===== src/hdl/pin_mux_cfg.svh =====
// Purpose: constants for the general pin multiplexer
// Assumes: 21 general pins, APB register access, 50 MHz mclk
`ifndef PIN_MUX_CFG_SVH
`define PIN_MUX_CFG_SVH
`define NPINS 21
`define REG_DOUT 12'h000
`define REG_DIR 12'h004
`define REG_PULL 12'h008
`define REG_DIN 12'h00C
`define REG_PERIPH 12'h010
`define REG_WAKE_EN 12'h014
`define REG_CTRL 12'h018
`define PULL_RESET 21'h1FFFFF
`define EN_SPI1 0
`define EN_SPI2 1
`define EN_SPI3 2
`define EN_SPI4 3
`define EN_RADIO_RX_CTRL_OUT 4
`define EN_RADIO_TX_CTRL_OUT 5
`define EN_PCNT0 6
`define EN_PCNT1 7
`define EN_UART0 8
`define EN_UART0_FLOW 9
`define EN_UART1 10
`define EN_UART1_FLOW 11
`define EN_DEBUG_LO 12
`define EN_DEBUG_HI 13
`define EN_TIM0_GATE 14
`define EN_TIM0_CAP 15
`define EN_TIM0_PWM 16
`define EN_SLOW_XTAL 17
`define EN_SLOW_CLK 18
`define EN_TIM1_GATE 19
`define EN_TIM2_PWM 20
`define EN_TIM1_CAP 21
`define EN_TIM1_PWM 22
`define EN_ANT_DIV 23
`define EN_AUDIO 24
`define EN_TWO_WIRE 25
`define EN_SLAVE_PORT 26
`define CTRL_SLEEP 0
`define CTRL_SOFT_RESET 1
`endif


===== src/hdl/pin_mux_pkg.sv =====
// Purpose: types for the general pin multiplexer
// Assumes: constants come from pin_mux_cfg.svh
// Notes: per-function enable bits are decoded into per-pin routing
`include "pin_mux_cfg.svh"
package pin_mux_pkg;
  typedef logic [`NPINS-1:0] pin_vec_t;
  // periph-side signals into pin drivers
  typedef struct packed {
    logic spi_sel1, spi_sel2, spi_sel3, spi_sel4;
    logic radio_rx, radio_tx;
    logic uart0_rts, uart0_tx, uart1_rts, uart1_tx;
    logic dbg_tdo;
    logic tim0_pwm, tim1_pwm, tim2_pwm;
    logic xtal_out, ant_div_out, ant_div_en;
    logic two_wire_clk_oe, two_wire_data_oe;
    logic slave_data_out, slave_irq, audio_data_out;
  } periph_out_t;
  // pin-side signals back to peripherals
  typedef struct packed {
    logic pulse_count0, pulse_count1;
    logic uart0_cts, uart0_rx, uart1_cts, uart1_rx;
    logic dbg_tck, dbg_tms, dbg_tdi;
    logic tim0_gate, tim0_cap, tim1_gate, tim1_cap;
    logic xtal_in, slow_clk;
    logic audio_ws, audio_din, audio_sck;
    logic two_wire_clk, two_wire_data;
    logic slave_clk, slave_din, slave_sel;
  } periph_in_t;
  typedef struct packed {
    logic oe;
    logic dout;
  } pin_drive_t;
  typedef struct packed {
    pin_vec_t dout, dir, pull, wake_en, din_s1, din_s2, hold_oe, hold_out;
    logic [26:0] periph_en;
    logic sleep, soft_reset, rst_pin_low, wake;
    logic [31:0] prdata;
    logic pready, pslverr;
    pin_vec_t pin_oe, pin_out;
    periph_in_t pin_to_periph;
  } mux_state_t;
endpackage


===== src/hdl/pin_mux.sv =====
// Purpose: general I/O pins with alternate-function routing and APB registers
// Assumes: one 50 MHz clock mclk, synchronous active-low rst_b
// Notes: pin inputs pass two flops, three on the way to periph_in; routing is combinational from enables, then registered
//
// Register access over APB and the placing of the registers were decided locally.
`timescale 1ns/100ps
`default_nettype none
`include "pin_mux_cfg.svh"
module pin_mux (
  input wire logic mclk,
  input wire logic rst_b,
  input wire logic psel,
  input wire logic penable,
  input wire logic pwrite,
  input wire logic [11:0] paddr,
  input wire logic [31:0] pwdata,
  output logic [31:0] prdata,
  output logic pready,
  output logic pslverr,
  input wire logic [`NPINS-1:0] gen_io_pin_in,
  output logic [`NPINS-1:0] gen_io_pin_out,
  output logic [`NPINS-1:0] gen_io_pin_oe,
  output logic [`NPINS-1:0] gen_io_pin_pullup,
  input wire pin_mux_pkg::periph_out_t periph_out,
  output pin_mux_pkg::periph_in_t periph_in,
  input wire logic wake_req_in,
  output logic sleep_active,
  output logic wake_event,
  input wire logic reset_pin_low_in,
  output logic reset_pin_low_oe
);
  pin_mux_pkg::mux_state_t s, next_s;
  pin_mux_pkg::pin_drive_t drv [`NPINS];
  logic [26:0] en;
  logic access, wr;

  function automatic logic bitat(input logic [26:0] v, input int idx);
    bitat = v[idx];
  endfunction

  assign en = s.periph_en;
  assign access = psel && penable;
  assign wr = access && pwrite;

  // per-pin alternate routing; first matching case wins
  always_comb begin
    for (int i = 0; i < `NPINS; i++) begin
      drv[i].oe = s.dir[i];
      drv[i].dout = s.dout[i];
    end
    if (bitat(en, `EN_SPI1)) begin
      drv[0] = '{1'b1, periph_out.spi_sel1};
    end
    if (bitat(en, `EN_SPI2)) begin
      drv[1] = '{1'b1, periph_out.spi_sel2};
    end else if (bitat(en, `EN_PCNT0)) begin
      drv[1] = '{1'b0, 1'b0};
    end
    if (bitat(en, `EN_SPI3)) begin
      drv[2] = '{1'b1, periph_out.spi_sel3};
    end else if (bitat(en, `EN_RADIO_RX_CTRL_OUT)) begin
      drv[2] = '{1'b1, periph_out.radio_rx};
    end
    if (bitat(en, `EN_SPI4)) begin
      drv[3] = '{1'b1, periph_out.spi_sel4};
    end else if (bitat(en, `EN_RADIO_TX_CTRL_OUT)) begin
      drv[3] = '{1'b1, periph_out.radio_tx};
    end
    if (bitat(en, `EN_UART0_FLOW)) begin
      drv[4] = '{1'b0, 1'b0};
      drv[5] = '{1'b1, periph_out.uart0_rts};
    end else if (bitat(en, `EN_DEBUG_LO)) begin
      drv[4] = '{1'b0, 1'b0};
      drv[5] = '{1'b0, 1'b0};
    end
    if (bitat(en, `EN_UART0)) begin
      drv[6] = '{1'b1, periph_out.uart0_tx};
      drv[7] = '{1'b0, 1'b0};
    end else if (bitat(en, `EN_DEBUG_LO)) begin
      drv[6] = '{1'b1, periph_out.dbg_tdo};
      drv[7] = '{1'b0, 1'b0};
    end
    if (bitat(en, `EN_TIM0_GATE) || bitat(en, `EN_PCNT1)) begin
      drv[8] = '{1'b0, 1'b0};
    end
    if (bitat(en, `EN_TIM0_CAP) || bitat(en, `EN_SLOW_XTAL) || bitat(en, `EN_SLOW_CLK)) begin
      drv[9] = '{1'b0, 1'b0};
    end
    if (bitat(en, `EN_TIM0_PWM)) begin
      drv[10] = '{1'b1, periph_out.tim0_pwm};
    end else if (bitat(en, `EN_SLOW_XTAL)) begin
      drv[10] = '{1'b1, periph_out.xtal_out};
    end
    if (bitat(en, `EN_TIM1_GATE)) begin
      drv[11] = '{1'b0, 1'b0};
    end else if (bitat(en, `EN_TIM2_PWM)) begin
      drv[11] = '{1'b1, periph_out.tim2_pwm};
    end
    if (bitat(en, `EN_TIM1_CAP)) begin
      drv[12] = '{1'b0, 1'b0};
    end else if (bitat(en, `EN_ANT_DIV)) begin
      drv[12] = '{1'b1, periph_out.ant_div_out};
    end else if (bitat(en, `EN_AUDIO)) begin
      drv[12] = '{1'b0, 1'b0};
    end
    if (bitat(en, `EN_TIM1_PWM)) begin
      drv[13] = '{1'b1, periph_out.tim1_pwm};
    end else if (bitat(en, `EN_ANT_DIV)) begin
      drv[13] = '{1'b1, periph_out.ant_div_en};
    end else if (bitat(en, `EN_AUDIO)) begin
      drv[13] = '{1'b0, 1'b0};
    end
    // two-wire lines are open drain: enable drives low only
    if (bitat(en, `EN_TWO_WIRE)) begin
      drv[14] = '{periph_out.two_wire_clk_oe, 1'b0};
      drv[15] = '{periph_out.two_wire_data_oe, 1'b0};
    end else if (bitat(en, `EN_SLAVE_PORT)) begin
      drv[14] = '{1'b0, 1'b0};
      drv[15] = '{1'b1, periph_out.slave_data_out};
    end
    if (bitat(en, `EN_SLAVE_PORT)) begin
      drv[16] = '{1'b0, 1'b0};
    end
    if (bitat(en, `EN_UART1_FLOW)) begin
      drv[17] = '{1'b0, 1'b0};
      drv[18] = '{1'b1, periph_out.uart1_rts};
    end else if (bitat(en, `EN_SLAVE_PORT)) begin
      drv[17] = '{1'b0, 1'b0};
      drv[18] = '{1'b1, periph_out.slave_irq};
    end else if (bitat(en, `EN_AUDIO)) begin
      drv[17] = '{1'b0, 1'b0};
      drv[18] = '{1'b1, periph_out.audio_data_out};
    end else if (bitat(en, `EN_DEBUG_HI)) begin
      drv[17] = '{1'b0, 1'b0};
      drv[18] = '{1'b0, 1'b0};
    end
    if (bitat(en, `EN_UART1)) begin
      drv[19] = '{1'b1, periph_out.uart1_tx};
      drv[20] = '{1'b0, 1'b0};
    end else if (bitat(en, `EN_DEBUG_HI)) begin
      drv[19] = '{1'b1, periph_out.dbg_tdo};
      drv[20] = '{1'b0, 1'b0};
    end
  end

  always_comb begin
    next_s = s;
    next_s.din_s1 = gen_io_pin_in;
    next_s.din_s2 = s.din_s1;
    next_s.rst_pin_low = 1'b0;
    next_s.wake = 1'b0;
    next_s.pready = 1'b0;
    next_s.pslverr = 1'b0;
    // one wait state: answer in the cycle after the access phase starts
    if (access && !s.pready) begin
      next_s.pready = 1'b1;
      next_s.prdata = 32'h0000_0000;
      unique case (paddr)
        `REG_DOUT: begin
          if (pwrite) next_s.dout = pwdata[`NPINS-1:0];
          next_s.prdata = {11'h000, s.dout};
        end
        `REG_DIR: begin
          if (pwrite) next_s.dir = pwdata[`NPINS-1:0];
          next_s.prdata = {11'h000, s.dir};
        end
        `REG_PULL: begin
          if (pwrite) next_s.pull = pwdata[`NPINS-1:0];
          next_s.prdata = {11'h000, s.pull};
        end
        `REG_DIN: next_s.prdata = {11'h000, s.din_s2};
        `REG_PERIPH: begin
          if (pwrite) next_s.periph_en = pwdata[26:0];
          next_s.prdata = {5'h00, s.periph_en};
        end
        `REG_WAKE_EN: begin
          if (pwrite) next_s.wake_en = pwdata[`NPINS-1:0];
          next_s.prdata = {11'h000, s.wake_en};
        end
        `REG_CTRL: begin
          if (pwrite) begin
            next_s.sleep = pwdata[`CTRL_SLEEP];
            next_s.soft_reset = pwdata[`CTRL_SOFT_RESET];
          end
          next_s.prdata = {30'h0000_0000, s.soft_reset, s.sleep};
        end
        default: next_s.pslverr = 1'b1;
      endcase
    end
    if (!wr && s.soft_reset) next_s.soft_reset = 1'b0;
    next_s.rst_pin_low = s.soft_reset;
    // wake from any input pin that reads low with its wake enable set, or external request
    if (s.sleep && ((s.wake_en & ~s.hold_oe & ~s.din_s2) != '0 || wake_req_in)) begin
      next_s.sleep = 1'b0;
      next_s.wake = 1'b1;
    end
    for (int i = 0; i < `NPINS; i++) begin
      if (!s.sleep) begin
        next_s.hold_oe[i] = drv[i].oe;
        next_s.hold_out[i] = drv[i].dout;
      end
    end
    if (s.sleep) begin
      next_s.pin_oe = s.hold_oe;
      next_s.pin_out = s.hold_out;
    end else begin
      for (int i = 0; i < `NPINS; i++) begin
        next_s.pin_oe[i] = drv[i].oe;
        next_s.pin_out[i] = drv[i].dout;
      end
    end
    next_s.pin_to_periph = '{s.din_s2[1], s.din_s2[8], s.din_s2[4], s.din_s2[7],
      s.din_s2[17], s.din_s2[20], en[`EN_DEBUG_HI] ? s.din_s2[17] : s.din_s2[4],
      en[`EN_DEBUG_HI] ? s.din_s2[18] : s.din_s2[5],
      en[`EN_DEBUG_HI] ? s.din_s2[20] : s.din_s2[7],
      s.din_s2[8], s.din_s2[9], s.din_s2[11], s.din_s2[12], s.din_s2[9], s.din_s2[9],
      s.din_s2[12], s.din_s2[13], s.din_s2[17], s.din_s2[14], s.din_s2[15],
      s.din_s2[14], s.din_s2[16], s.din_s2[17]};
    if (!rst_b) begin
      next_s = '0;
      next_s.pull = `PULL_RESET;
      next_s.rst_pin_low = 1'b1;
    end
  end

  always_ff @(posedge mclk) begin
    s <= next_s;
  end

  assign prdata = s.prdata;
  assign pready = s.pready;
  assign pslverr = s.pslverr;
  assign gen_io_pin_out = s.pin_out;
  assign gen_io_pin_oe = s.pin_oe;
  assign gen_io_pin_pullup = s.pull;
  assign periph_in = s.pin_to_periph;
  assign sleep_active = s.sleep;
  assign wake_event = s.wake;
  assign reset_pin_low_oe = s.rst_pin_low;

  a_reset_pins_float: assert property (@(posedge mclk) !rst_b |=> gen_io_pin_oe == '0)
    else $error("pins driven after reset");
  a_reset_pull_on: assert property (@(posedge mclk) !rst_b |=> gen_io_pin_pullup == 21'h1FFFFF)
    else $error("pull-ups not enabled after reset");
  a_sleep_hold_pins: assert property (@(posedge mclk) disable iff (!rst_b)
    sleep_active && $past(sleep_active) |-> $stable(gen_io_pin_oe) && $stable(gen_io_pin_out))
    else $error("pins changed during sleep");
  a_wake_clears_sleep: assert property (@(posedge mclk) disable iff (!rst_b)
    wake_event |-> !sleep_active && $past(sleep_active))
    else $error("wake without sleep");
  a_reset_pin_drive: assert property (@(posedge mclk) disable iff (!rst_b)
    s.soft_reset |=> reset_pin_low_oe)
    else $error("internal reset not on pin");
  a_spi4_takes_pin: assert property (@(posedge mclk) disable iff (!rst_b)
    en[`EN_SPI4] && !sleep_active && !s.sleep ##1 !sleep_active |-> gen_io_pin_oe[3])
    else $error("pin 3 not driven by spi select");
  a_uart0_tx_pin: assert property (@(posedge mclk) disable iff (!rst_b)
    en[`EN_UART0] && !s.sleep |=> s.sleep || gen_io_pin_oe[6])
    else $error("pin 6 not driven by uart0");
  a_gate_in_pin: assert property (@(posedge mclk) disable iff (!rst_b)
    en[`EN_TIM0_GATE] && !s.sleep |=> s.sleep || !gen_io_pin_oe[8])
    else $error("pin 8 driven while input");
  a_pin_gpio_follow: assert property (@(posedge mclk) disable iff (!rst_b)
    en == '0 && !s.sleep |=> s.sleep || gen_io_pin_oe == $past(s.dir))
    else $error("gpio direction not followed");
  a_apb_one_wait: assert property (@(posedge mclk) disable iff (!rst_b)
    psel && penable && !pready |=> pready)
    else $error("apb answer late");
endmodule
`default_nettype wire


===== config.mk =====
export PLATFORM = sky130hd
export DESIGN_NAME = pin_mux
export DESIGN_NICKNAME = d
export VERILOG_FILES = /design/src/hdl/pin_mux_pkg.sv /design/src/hdl/pin_mux.sv
export VERILOG_INCLUDE_DIRS = /design/src /design/src/hdl
export SDC_FILE = /design/constraint.sdc
export NUM_CORES = 1
export LEC_CHECK = 0
export ABC_AREA = 1
export ABC_CLOCK_PERIOD_IN_PS = 1700
export BUFFER_PORTS_ARGS = -buffer_cell sky130_fd_sc_hd__buf_2
export CORE_ASPECT_RATIO = 1.25
export CORE_MARGIN = 1.5
export CORE_UTILIZATION = 30
export CTS_CLUSTER_DIAMETER = 100
export DETAILED_ROUTE_END_ITERATION = 8
export PLACE_DENSITY = 0.57
export SETUP_SLACK_MARGIN = 0.02
export SLEW_MARGIN = 5
export SYNTH_ARGS = -nofsm -noshare
export SYNTH_HDL_FRONTEND = slang
export SYNTH_SLANG_ARGS = --single-unit
export TNS_END_PERCENT = 5

===== constraint.sdc =====
create_clock -name mclk -period 1.7 [get_ports mclk]
set_input_delay 0.085 -clock mclk [delete_from_list [all_inputs] [get_ports mclk]]
set_output_delay 0.085 -clock mclk [all_outputs]
set_load 0.02 [all_outputs]

==> out/results.ini, run 1 <==
[setup_path]
crit_chain = buf_4 -> buf_2
r2r-start = pready
critical_path.max_fanout = 6
cp_data_arrival_time_ps = 1460
crit_path_end_kind = output port
crit_start = sleep_active
cpPeakStageDelay_ps = 510
cpMaxStageDelayCell = dfxtp_1
cp_top_family = flip-flops
required_ps = 1620
worstSetupStartpointType = flop
cp.buffers_inverters = 2
worstSetupPathType = flop to output port

[clock_network]
cts.sinks = 286
clock_path_buffers = 3
htree_levels = 1
cts_root_buffer = clkbuf_16
cts.clk_slew.worst_paths_ps = 60
clk_latency_ps = 560
numCtsBuffers = 31
cts_tree = done

[floorplan]
coreArea_um2 = 39000
fp.dieH_um = 225
fp-row-count = 81
die_w_um = 181
start_util_pct = 30.3
ioPinCount = 217
die-area_um2 = 40600

[power_and_ir_drop]
power_frac_comb_pct = 4.7
sw_frac_of_total_pct = 21.8
pwr_density_cell_nw_per_um2 = 1030
clkPwrFrac_pct = 50.1
p_int_mw = 11.8
power_switching_mw = 3.27
power_frac_seq_pct = 45.2
vdd_drop_max_mv = 0.801
p_leak_nw = 6.64

[finish]
multi_input_area_um2 = 4180
num-fill-cells = 4092
final_nets = 1794
fin_cells = 2222
syn_to_final_growth_pct = 23.7
drive_gt1_share_pct = 20.8
seqCellArea_um2 = 5730
n_antenna_cell = 0

[logic_synthesis]
synth.distinct_cells = 40
avgSynthCellArea_um2 = 7.69
yosysSeqAreaShare_pct = 48.4
ys.flop_type = dfxtp_1
yosysWarningCount = 0
synthTopCellsByCount = dfxtp_1, nand2_1, inv_1
synth_cells = 1539
yosysMostFrequentCell = dfxtp_1
syn-cell-area_um2 = 11800
ys_top_cells_by_area = dfxtp_1, nand2_1, buf_4
synthArstFlopShare_pct = 0
synth_seq_cells = 286
synth_top_area_share_pct = 48.4
synth_edf_count = 0
yosysTopAreaCell = dfxtp_1

[routing]
drt-vias-per-instance = 4.74
wire_per_inst_um = 17.6
vias = 10500
dr.first_iter.drc_count = 728
ant_nets = 0
drc = 0
routed_wl_mm = 39.1
first_pass_iters = 5

[sta]
finalHoldViolations = 0
finalMaxSlewViolations = 0
setup_viol = 0
finalWorstSetupSlack_ps = 152
clock_skew_ps = 18.5
period_share_pct = 91.1
rsz0062_at_grt = false
setup_tns_ps = 0
fmax_ghz = 0.646
finalCriticalPeriod_ps = 1550

[min_path]
hold_path_class = input pin to flop
hp-start = wake_req_in

[global_routing]
grtUsageTotal_pct = 18.8
grt_pass1_vias = 10200
grt-ovfl-total = 0
grt_pass1_wl_mm = 58.5
busiest_layer = met2
use_met2_pct = 37.5
antenna_found_initial = 0
grt.met1_usage_pct = 20.0
grt_max_degree = 77
met3_usage_pct = 2.50

[placed_design]
numPortBuffers = 205
dp_cells = 2097
place_congestion = 0.877
hpwl_mm = 28.6
pre_cts_ws_ps = 124

[status]
status = complete, no violations

[job]
cap_viol_max_count = 0

-- worst reg2reg max path, stage by stage, from the launching register on --
cell and delay, ps:
dfxtp_1 340, nand3b_1 170, clkinv_1 400, buf_4 340, nand2_1 70, a21oi_1 60
-- worst paths after layout --
path         cells past startpoint  slack (ps)            to
max reg2reg                      5         190     prdata[8]
max                              2         150  sleep_active
min reg2reg                      2         410        s[184]
min                              6          20  sleep_active
-- power groups by stage --
stage / logic [mW] / registers, mW / clock network (mW)
finish: 0.702 / 6.79 / 7.53
global route: 0.765 / 6.80 / 7.96
CTS: 0.704 / 6.80 / 7.68
detailed placement: 0.578 / 6.95 / 0
global placement: 0.576 / 6.94 / 0
floorplan: 0.296 / 6.93 / 0
-- layout by cell type, fill, tap and decap left out, drive strengths merged, types with 4 or more instances in the layout --
cell type	n
a211oi	24
a21oi	124
a31oi	10
buf	257
bufinv	7
clkbuf	42
clkinv	9
conb	5
dfxtp	286
dlygate4sd3	68
inv	180
nand2	260
nand3	153
nand4	4
nor2	153
nor3	5
o211ai	10
o21ai	107
-- per-layer routing --
metal	vias up	share of wire, %
met5	-	0
li1	5144	-
met3	60	5.0
met2	331	55
met4	0	2.9
met1	5008	37
-- metrics by stage --
step	utilization [%]	total power, mW	instance area, µm²	hold slack [ps]
floorplan	-	7.23	11800	183
global placement	32.8	7.52	12800	270
detailed placement	32.8	7.52	12800	273
CTS	37.5	15.2	14600	0.417
global route	37.5	15.5	14600	29.7
finish	37.5	15.0	14600	20.0
-- final cells by class --
class                   count  area share [%]
clock buffers              42            6.06
multi-input cells         874            28.5
inverters                 182            4.68
clock inverters            15            1.78
repair buffers            325            15.5
flip-flops and latches    286            39.1
well taps                 498            4.26
-- kinds of logic after synthesis --
group	count (synthesis)	synth area share (%)
buffers and inverters	383	16.4
other	1	0.0317
DFF	286	48.4
and+or+nand+nor	580	21.4
AOI/OAI and AO/OA	289	13.8
-- registers in the layout, indices dropped and copies added, names as in the netlist, 16 cells and up --
| register | flops |
|---|---|
| gen_io_pin_pullup | 21 |
| gen_io_pin_oe | 21 |
| en | 27 |
| periph_in | 16 |
| gen_io_pin_out | 21 |
| s | 148 |
| prdata | 27 |
-- repair_timing --
item | CTS | global route
endpoints found under the setup margin | 0 | 0
resized for setup | 0 | 0
hold buffers | 68 | 0
endpoints found under the hold margin | 161 | 0
setup buffers | 0 | 0
No activity file was read; power rests on OpenSTA's default activity.
==> inputs of run 2 (changes only) <==
--- a/config.mk
+++ b/config.mk
@@ -9,12 +9,15 @@
 export ABC_AREA = 1
 export ABC_CLOCK_PERIOD_IN_PS = 1700
 export BUFFER_PORTS_ARGS = -buffer_cell sky130_fd_sc_hd__buf_2
+export CELL_PAD_IN_SITES_DETAIL_PLACEMENT = 1
+export CELL_PAD_IN_SITES_GLOBAL_PLACEMENT = 1
 export CORE_ASPECT_RATIO = 1.25
 export CORE_MARGIN = 1.5
 export CORE_UTILIZATION = 30
+export CTS_BUF_LIST = sky130_fd_sc_hd__clkbuf_8
 export CTS_CLUSTER_DIAMETER = 100
 export DETAILED_ROUTE_END_ITERATION = 8
-export PLACE_DENSITY = 0.57
+export PLACE_DENSITY = 0.71
 export SETUP_SLACK_MARGIN = 0.02
 export SLEW_MARGIN = 5
 export SYNTH_ARGS = -nofsm -noshare
==> run 2 against run 1 <==
Effect of this change: utilization hardly changed; cell count grew 1.8%; critical path depth unchanged; global-route usage grew 1.8 points; combinational power increased by 4.0%; register-to-register slack improved by 20 ps; wire length increased by 8.5%; largest cell class unchanged; largest power group unchanged; count of clock-buffer cells in the layout rose by 31; clock skew grew 9.2 ps; sequential share of layout area about the same; sequential cell count did not move; fmax fell by 2.7%.
==> out/results.ini, run 2 (same netlist as run 1, synthesis figures left out) <==
[setup_path]
reg2reg_slack_ps = 210  ; was 190 ps
r2r_cells = 5  ; unchanged
worstSetupPathType = flop to output port  ; unchanged
crit_path_end_kind = output port  ; unchanged
required_ps = 1620  ; about the same
r2r-start = en[26]  ; was pready
critical_path.max_fanout = 14  ; was 6
cp_data_arrival_time_ps = 1510  ; was 1460 ps
r2r_end = gen_io_pin_out[18]  ; was prdata[8]
cpMaxStageDelayCell = dfxtp_1  ; unchanged
cpPeakStageDelay_ps = 510  ; about the same
worstSetupStartpointType = flop  ; unchanged
crit_chain = buf_12 -> buf_2  ; was buf_4 -> buf_2

[min_path]
hold_depth = 5  ; was 6
hp-start = pwrite  ; was wake_req_in
hold_path_class = input pin to flop  ; unchanged
min_to = s[101]  ; was sleep_active

[clock_network]
clk_latency_ps = 600  ; was 560 ps
post_cts_resize_count = 0  ; unchanged
post_cts_buffers = 0  ; unchanged
cts_tree = done  ; unchanged
htree_levels = 2  ; was 1
numCtsBuffers = 50  ; was 31
clock_path_buffers = 3  ; unchanged
cts_root_buffer = clkbuf_8  ; was clkbuf_16
cts.sinks = 286  ; unchanged
cts.clk_slew.worst_paths_ps = 60  ; about the same

[global_routing]
grt_pass1_wl_mm = 63.5  ; was 58.5 mm
grt_pass1_vias = 11200  ; was 10,200
antenna_found_initial = 0  ; unchanged
grt_max_degree = 55  ; was 77
grt-ovfl-total = 0  ; unchanged
grtUsageTotal_pct = 20.6  ; was 18.8%

[floorplan]
start_util_pct = 30.3  ; unchanged
ioPinCount = 217  ; unchanged
die-area_um2 = 40600  ; unchanged
fp-row-count = 81  ; unchanged
coreArea_um2 = 39000  ; unchanged
die_w_um = 181  ; unchanged
fp.dieH_um = 225  ; unchanged

[sta]
worst_slew_pin_slew_ps = 523
finalCriticalPeriod_ps = 1590  ; was 1550 ps
period_share_pct = 93.6  ; was 91.1%
finalHoldViolations = 0  ; unchanged
fmax_ghz = 0.629  ; was 0.646 GHz
rsz0062_at_grt = false  ; unchanged
setup_viol = 0  ; unchanged
finalMaxSlewViolations = 0  ; unchanged
slew_headroom_pct = 64.7
clock_skew_ps = 27.7  ; was 18.5 ps
setup_tns_ps = 0  ; unchanged

[status]
status = complete, no violations  ; unchanged

[power_and_ir_drop]
power_switching_mw = 3.40  ; was 3.27 mW
power_frac_comb_pct = 5.1  ; was 4.7%
vdd_drop_max_mv = 0.517  ; was 0.801 mV
p_leak_nw = 6.71  ; was 6.64 nW
p_int_mw = 11.0  ; was 11.8 mW
clkPwrFrac_pct = 47.7  ; was 50.1%
pwr_density_cell_nw_per_um2 = 985  ; was 1030 nW/µm²
power_frac_seq_pct = 47.2  ; was 45.2%
sw_frac_of_total_pct = 23.6  ; was 21.8%
power_mw = 14.4  ; was 15.0 mW

[finish]
final_nets = 1818  ; was 1,794
largest_reg_flops = 148  ; unchanged
fin_area_um2 = 14600  ; about the same
final_common_cell = dfxtp_1  ; unchanged
final_cell_mix = dfxtp_1, nand2_1, buf_2  ; unchanged
regMostFlops = s  ; unchanged
drive_gt1_share_pct = 22.1  ; was 20.8%
syn_to_final_growth_pct = 23.5  ; was 23.7%

[placed_design]
numPortBuffers = 205  ; unchanged
place_congestion = 0.856  ; was 0.877
hpwl_mm = 30.7  ; was 28.6 mm
place_area_um2 = 12800  ; about the same

[routing]
routed_wl_mm = 42.4  ; was 39.1 mm
wire_per_inst_um = 18.7  ; was 17.6 µm
first_pass_iters = 6  ; was 5
vias = 10700  ; was 10,500
drc = 0  ; unchanged
dr.first_iter.drc_count = 550  ; was 728
drt-vias-per-instance = 4.74  ; about the same
ant_nets = 0  ; unchanged

[job]
cap_viol_max_count = 0  ; unchanged

==> run 2: cell count changes in the layout (fill, tap and decap cells not counted), sizes merged, moves of 2 or more <==
cell / delta
bufinv: -6
buf: +3
inv: +12
dlygate4sd3: +2
clkbuf: +31
==> run 2: worst max path at each step <==
stage | from | endpoint | cells past startpoint
after floorplan | pready | prdata[11] | 5
after global placement | paddr[11] | prdata[14] | 11
after detailed placement | paddr[9] | prdata[14] | 11
after CTS | sleep_active | sleep_active | 2
after global routing | sleep_active | sleep_active | 2
final | sleep_active | sleep_active | 2
==> run 2: critical path, delay by kind of cell, from the launching register on <==
family / cells / cell delay (ps)
buf+inv: 2 / 410
flops: 1 / 510
==> run 2: metrics by stage <==
| stage | hold WS [ps] | util [%] | setup WS, ps | std cells |
|---|---|---|---|---|
| finish | 30.7 | 37.5 | 109 | 2263 |
| global route | 36.2 | 37.4 | 22.4 | 2262 |
| CTS | 2.97 | 37.4 | 52.3 | 2262 |
| detailed placement | 273 | 32.8 | 136 | 2100 |
| global placement | 272 | 32.8 | 174 | 2100 |
| floorplan | 183 | - | 319 | 1543 |
==> run 2: layer usage <==
metal,vias up,routed length (µm),track usage [%]
met3,80,1660,3.26
li1,5196,-,-
met1,5210,16100,21.4
met4,0,1500,8.57
met5,-,0,0
met2,242,23200,40.5
==> run 2: what timing repair did <==
item / in CTS / in global routing
endpoints found under the hold margin: 173 / 0
setup endpoints to repair: 0 / 0
hold buffers: 70 / 0
==> run 2: cell type report <==
class                   instances  area [µm²]
flip-flops and latches        286        5730
clock inverters                19         105
repair buffers                330        2290
multi-input cells             874        4180
diodes                          1        2.50
inverters                     182         684
well taps                     498         623
clock buffers                  73        1000
fillers                      4779       24400
==> run 2: power groups by stage <==
stage               combinational, mW  clock, mW  sequential [mW]
finish                          0.730       6.86             6.80
detailed placement              0.605          0             6.95
global placement                0.599          0             6.94
floorplan                       0.296          0             6.93
CTS                             0.734       7.10             6.80
global route                    0.795       7.37             6.80
==> inputs of run 3 (changes only) <==
--- a/config.mk
+++ b/config.mk
@@ -17,7 +17,7 @@
 export CTS_BUF_LIST = sky130_fd_sc_hd__clkbuf_8
 export CTS_CLUSTER_DIAMETER = 100
 export DETAILED_ROUTE_END_ITERATION = 8
-export PLACE_DENSITY = 0.71
+export PLACE_DENSITY = 0.73
 export SETUP_SLACK_MARGIN = 0.02
 export SLEW_MARGIN = 5
 export SYNTH_ARGS = -nofsm -noshare
==> run 3 against run 2 <==
Effect of this change: wire length shrank 0.85%; register-to-register slack lost 60 ps; total power shrank 0.79%; non-clock buffer count shrank 7; worst hold slack gained 3.3 ps; combinational power is essentially flat; global-route usage is essentially flat; critical path depth is the same; critical endpoint unchanged.
==> out/results.ini, run 3 (same netlist as run 1, synthesis figures left out) <==
[setup_path]
worstSetupPathType = flop to output port  ; unchanged
required_ps = 1620  ; about the same
cp_data_arrival_time_ps = 1480  ; was 1510 ps
reg2reg_slack_ps = 150  ; was 210 ps
r2r_end = gen_io_pin_out[18]  ; unchanged
crit_path_end_kind = output port  ; unchanged
r2r-start = en[26]  ; unchanged
critical_path.max_fanout = 14  ; unchanged
r2r_cells = 5  ; unchanged
worstSetupStartpointType = flop  ; unchanged

[min_path]
min_to = gen_io_pin_pullup[0]  ; was s[101]
hp-start = pwrite  ; unchanged
hold_depth = 5  ; unchanged
hold_path_class = input pin to flop  ; unchanged

[power_and_ir_drop]
vdd_drop_max_mv = 0.501  ; was 0.517 mV
p_leak_nw = 6.67  ; was 6.71 nW
pwr_density_cell_nw_per_um2 = 982  ; was 985 nW/µm²

[sta]
setup_tns_ps = 0  ; unchanged
finalMaxSlewViolations = 0  ; unchanged
finalCriticalPeriod_ps = 1560  ; was 1590 ps
fmax_ghz = 0.641  ; was 0.629 GHz
rsz0062_at_grt = false  ; unchanged
setup_viol = 0  ; unchanged
period_share_pct = 91.8  ; was 93.6%
clock_skew_ps = 39.8  ; was 27.7 ps
hold_ws_ps = 34.0  ; was 30.7 ps
finalHoldViolations = 0  ; unchanged

[finish]
final_common_cell = dfxtp_1  ; unchanged
final_core_util_pct = 37.3  ; was 37.5%
final_nets = 1811  ; was 1,818
drive_gt1_share_pct = 21.8  ; was 22.1%
largest_reg_flops = 148  ; unchanged
fin_cells = 2255  ; was 2,263
final_cell_mix = dfxtp_1, nand2_1, buf_2  ; unchanged
regMostFlops = s  ; unchanged
syn_to_final_growth_pct = 22.9  ; was 23.5%

[clock_network]
clock_path_buffers = 3  ; unchanged
numCtsBuffers = 50  ; unchanged
cts_root_buffer = clkbuf_8  ; unchanged
htree_levels = 2  ; unchanged
cts.clk_slew.worst_paths_ps = 60  ; about the same
cts_tree = done  ; unchanged
cts.sinks = 286  ; unchanged
post_cts_buffers = 0  ; unchanged
clk_latency_ps = 600  ; about the same

[routing]
dr.first_iter.drc_count = 637  ; was 550
vias = 10800  ; was 10,700
wire_per_inst_um = 18.6  ; was 18.7 µm
routed_wl_mm = 42.1  ; was 42.4 mm
first_pass_iters = 5  ; was 6
drt-vias-per-instance = 4.77  ; was 4.74
drc = 0  ; unchanged
ant_nets = 0  ; unchanged

[floorplan]
coreArea_um2 = 39000  ; unchanged
fp.dieH_um = 225  ; unchanged
die_w_um = 181  ; unchanged
start_util_pct = 30.3  ; unchanged
fp-row-count = 81  ; unchanged
ioPinCount = 217  ; unchanged
die-area_um2 = 40600  ; unchanged

[global_routing]
busiest_layer = met2  ; unchanged
met3_usage_pct = 3.01  ; was 3.26%
grt.met1_usage_pct = 21.5  ; was 21.4%
antenna_found_initial = 1  ; was 0
grt_pass1_vias = 11200  ; about the same
use_met2_pct = 40.8  ; was 40.5%
grt_max_degree = 60  ; was 55
grt-ovfl-total = 0  ; unchanged
grt_pass1_wl_mm = 63.8  ; was 63.5 mm
grtUsageTotal_pct = 20.6  ; about the same

[status]
status = complete, no violations  ; unchanged

[placed_design]
place_congestion = 0.864  ; was 0.856
hpwl_mm = 30.7  ; about the same
dp_cells = 2095  ; was 2,100
numPortBuffers = 205  ; unchanged

[job]
cap_viol_max_count = 0  ; unchanged

[run 3: cell count changes in the layout (fill, tap and decap cells not counted), sizes merged]
cell and change:
clkinvlp +1, dlygate4sd3 -2, clkbuf -2, buf -5
[run 3: metrics by stage]
step	power (mW)	instance area [µm²]	worst slack [ps]
3_3_place_gp	7.53	12800	164
4_1_cts	14.5	14500	20.7
3_5_place_dp	7.55	12800	129
5_1_grt	14.9	14500	52.1
6_report	14.3	14500	139
2_1_floorplan	7.23	11800	319
[run 3: layout make-up]
| type | count | area (µm²) |
|---|---|---|
| flip-flops and latches | 286 | 5730 |
| inverters | 182 | 684 |
| clock buffers | 71 | 977 |
| well taps | 498 | 623 |
| diodes | 1 | 2.50 |
| fillers | 4736 | 24500 |
| clock inverters | 20 | 113 |
| repair buffers | 323 | 2240 |
| multi-input cells | 874 | 4180 |
[run 3: worst max path at each step]
stage,to,from,depth (start not counted),slack [ps]
2_1_floorplan,prdata[11],pready,5,320
6_report,sleep_active,sleep_active,2,140
3_3_place_gp,prdata[8],paddr[1],10,160
3_5_place_dp,prdata[14],paddr[11],11,130
5_1_grt,sleep_active,sleep_active,2,50
4_1_cts,sleep_active,sleep_active,2,20
[run 3: where the power goes]
| group | leakage, nW | switching (mW) | internal (mW) |
|---|---|---|---|
| sequential | 2.31 | 0.0303 | 6.76 |
| combinational | 3.74 | 0.426 | 0.301 |
| clock | 0.612 | 2.92 | 3.84 |
| total | 6.67 | 3.37 | 10.9 |
[run 3: critical path: stages (launching register included)]
cell and delay, ps:
dfxtp_1 460, buf_6 240, buf_2 190
[run 3: timing repair]
action,4_1_cts,5_1_grt
hold endpoints to repair,162,0
setup endpoints to repair,0,1
hold buffers,68,0
resized for setup,0,1
[run 3: per-layer routing]
metal | vias to the layer above | part of all wire [%] | routed length [µm]
met3 | 83 | 4.1 | 1720
met1 | 5230 | 37 | 15600
met4 | 0 | 3.3 | 1400
li1 | 5182 | - | -
met2 | 257 | 55 | 23300
met5 | - | 0 | 0
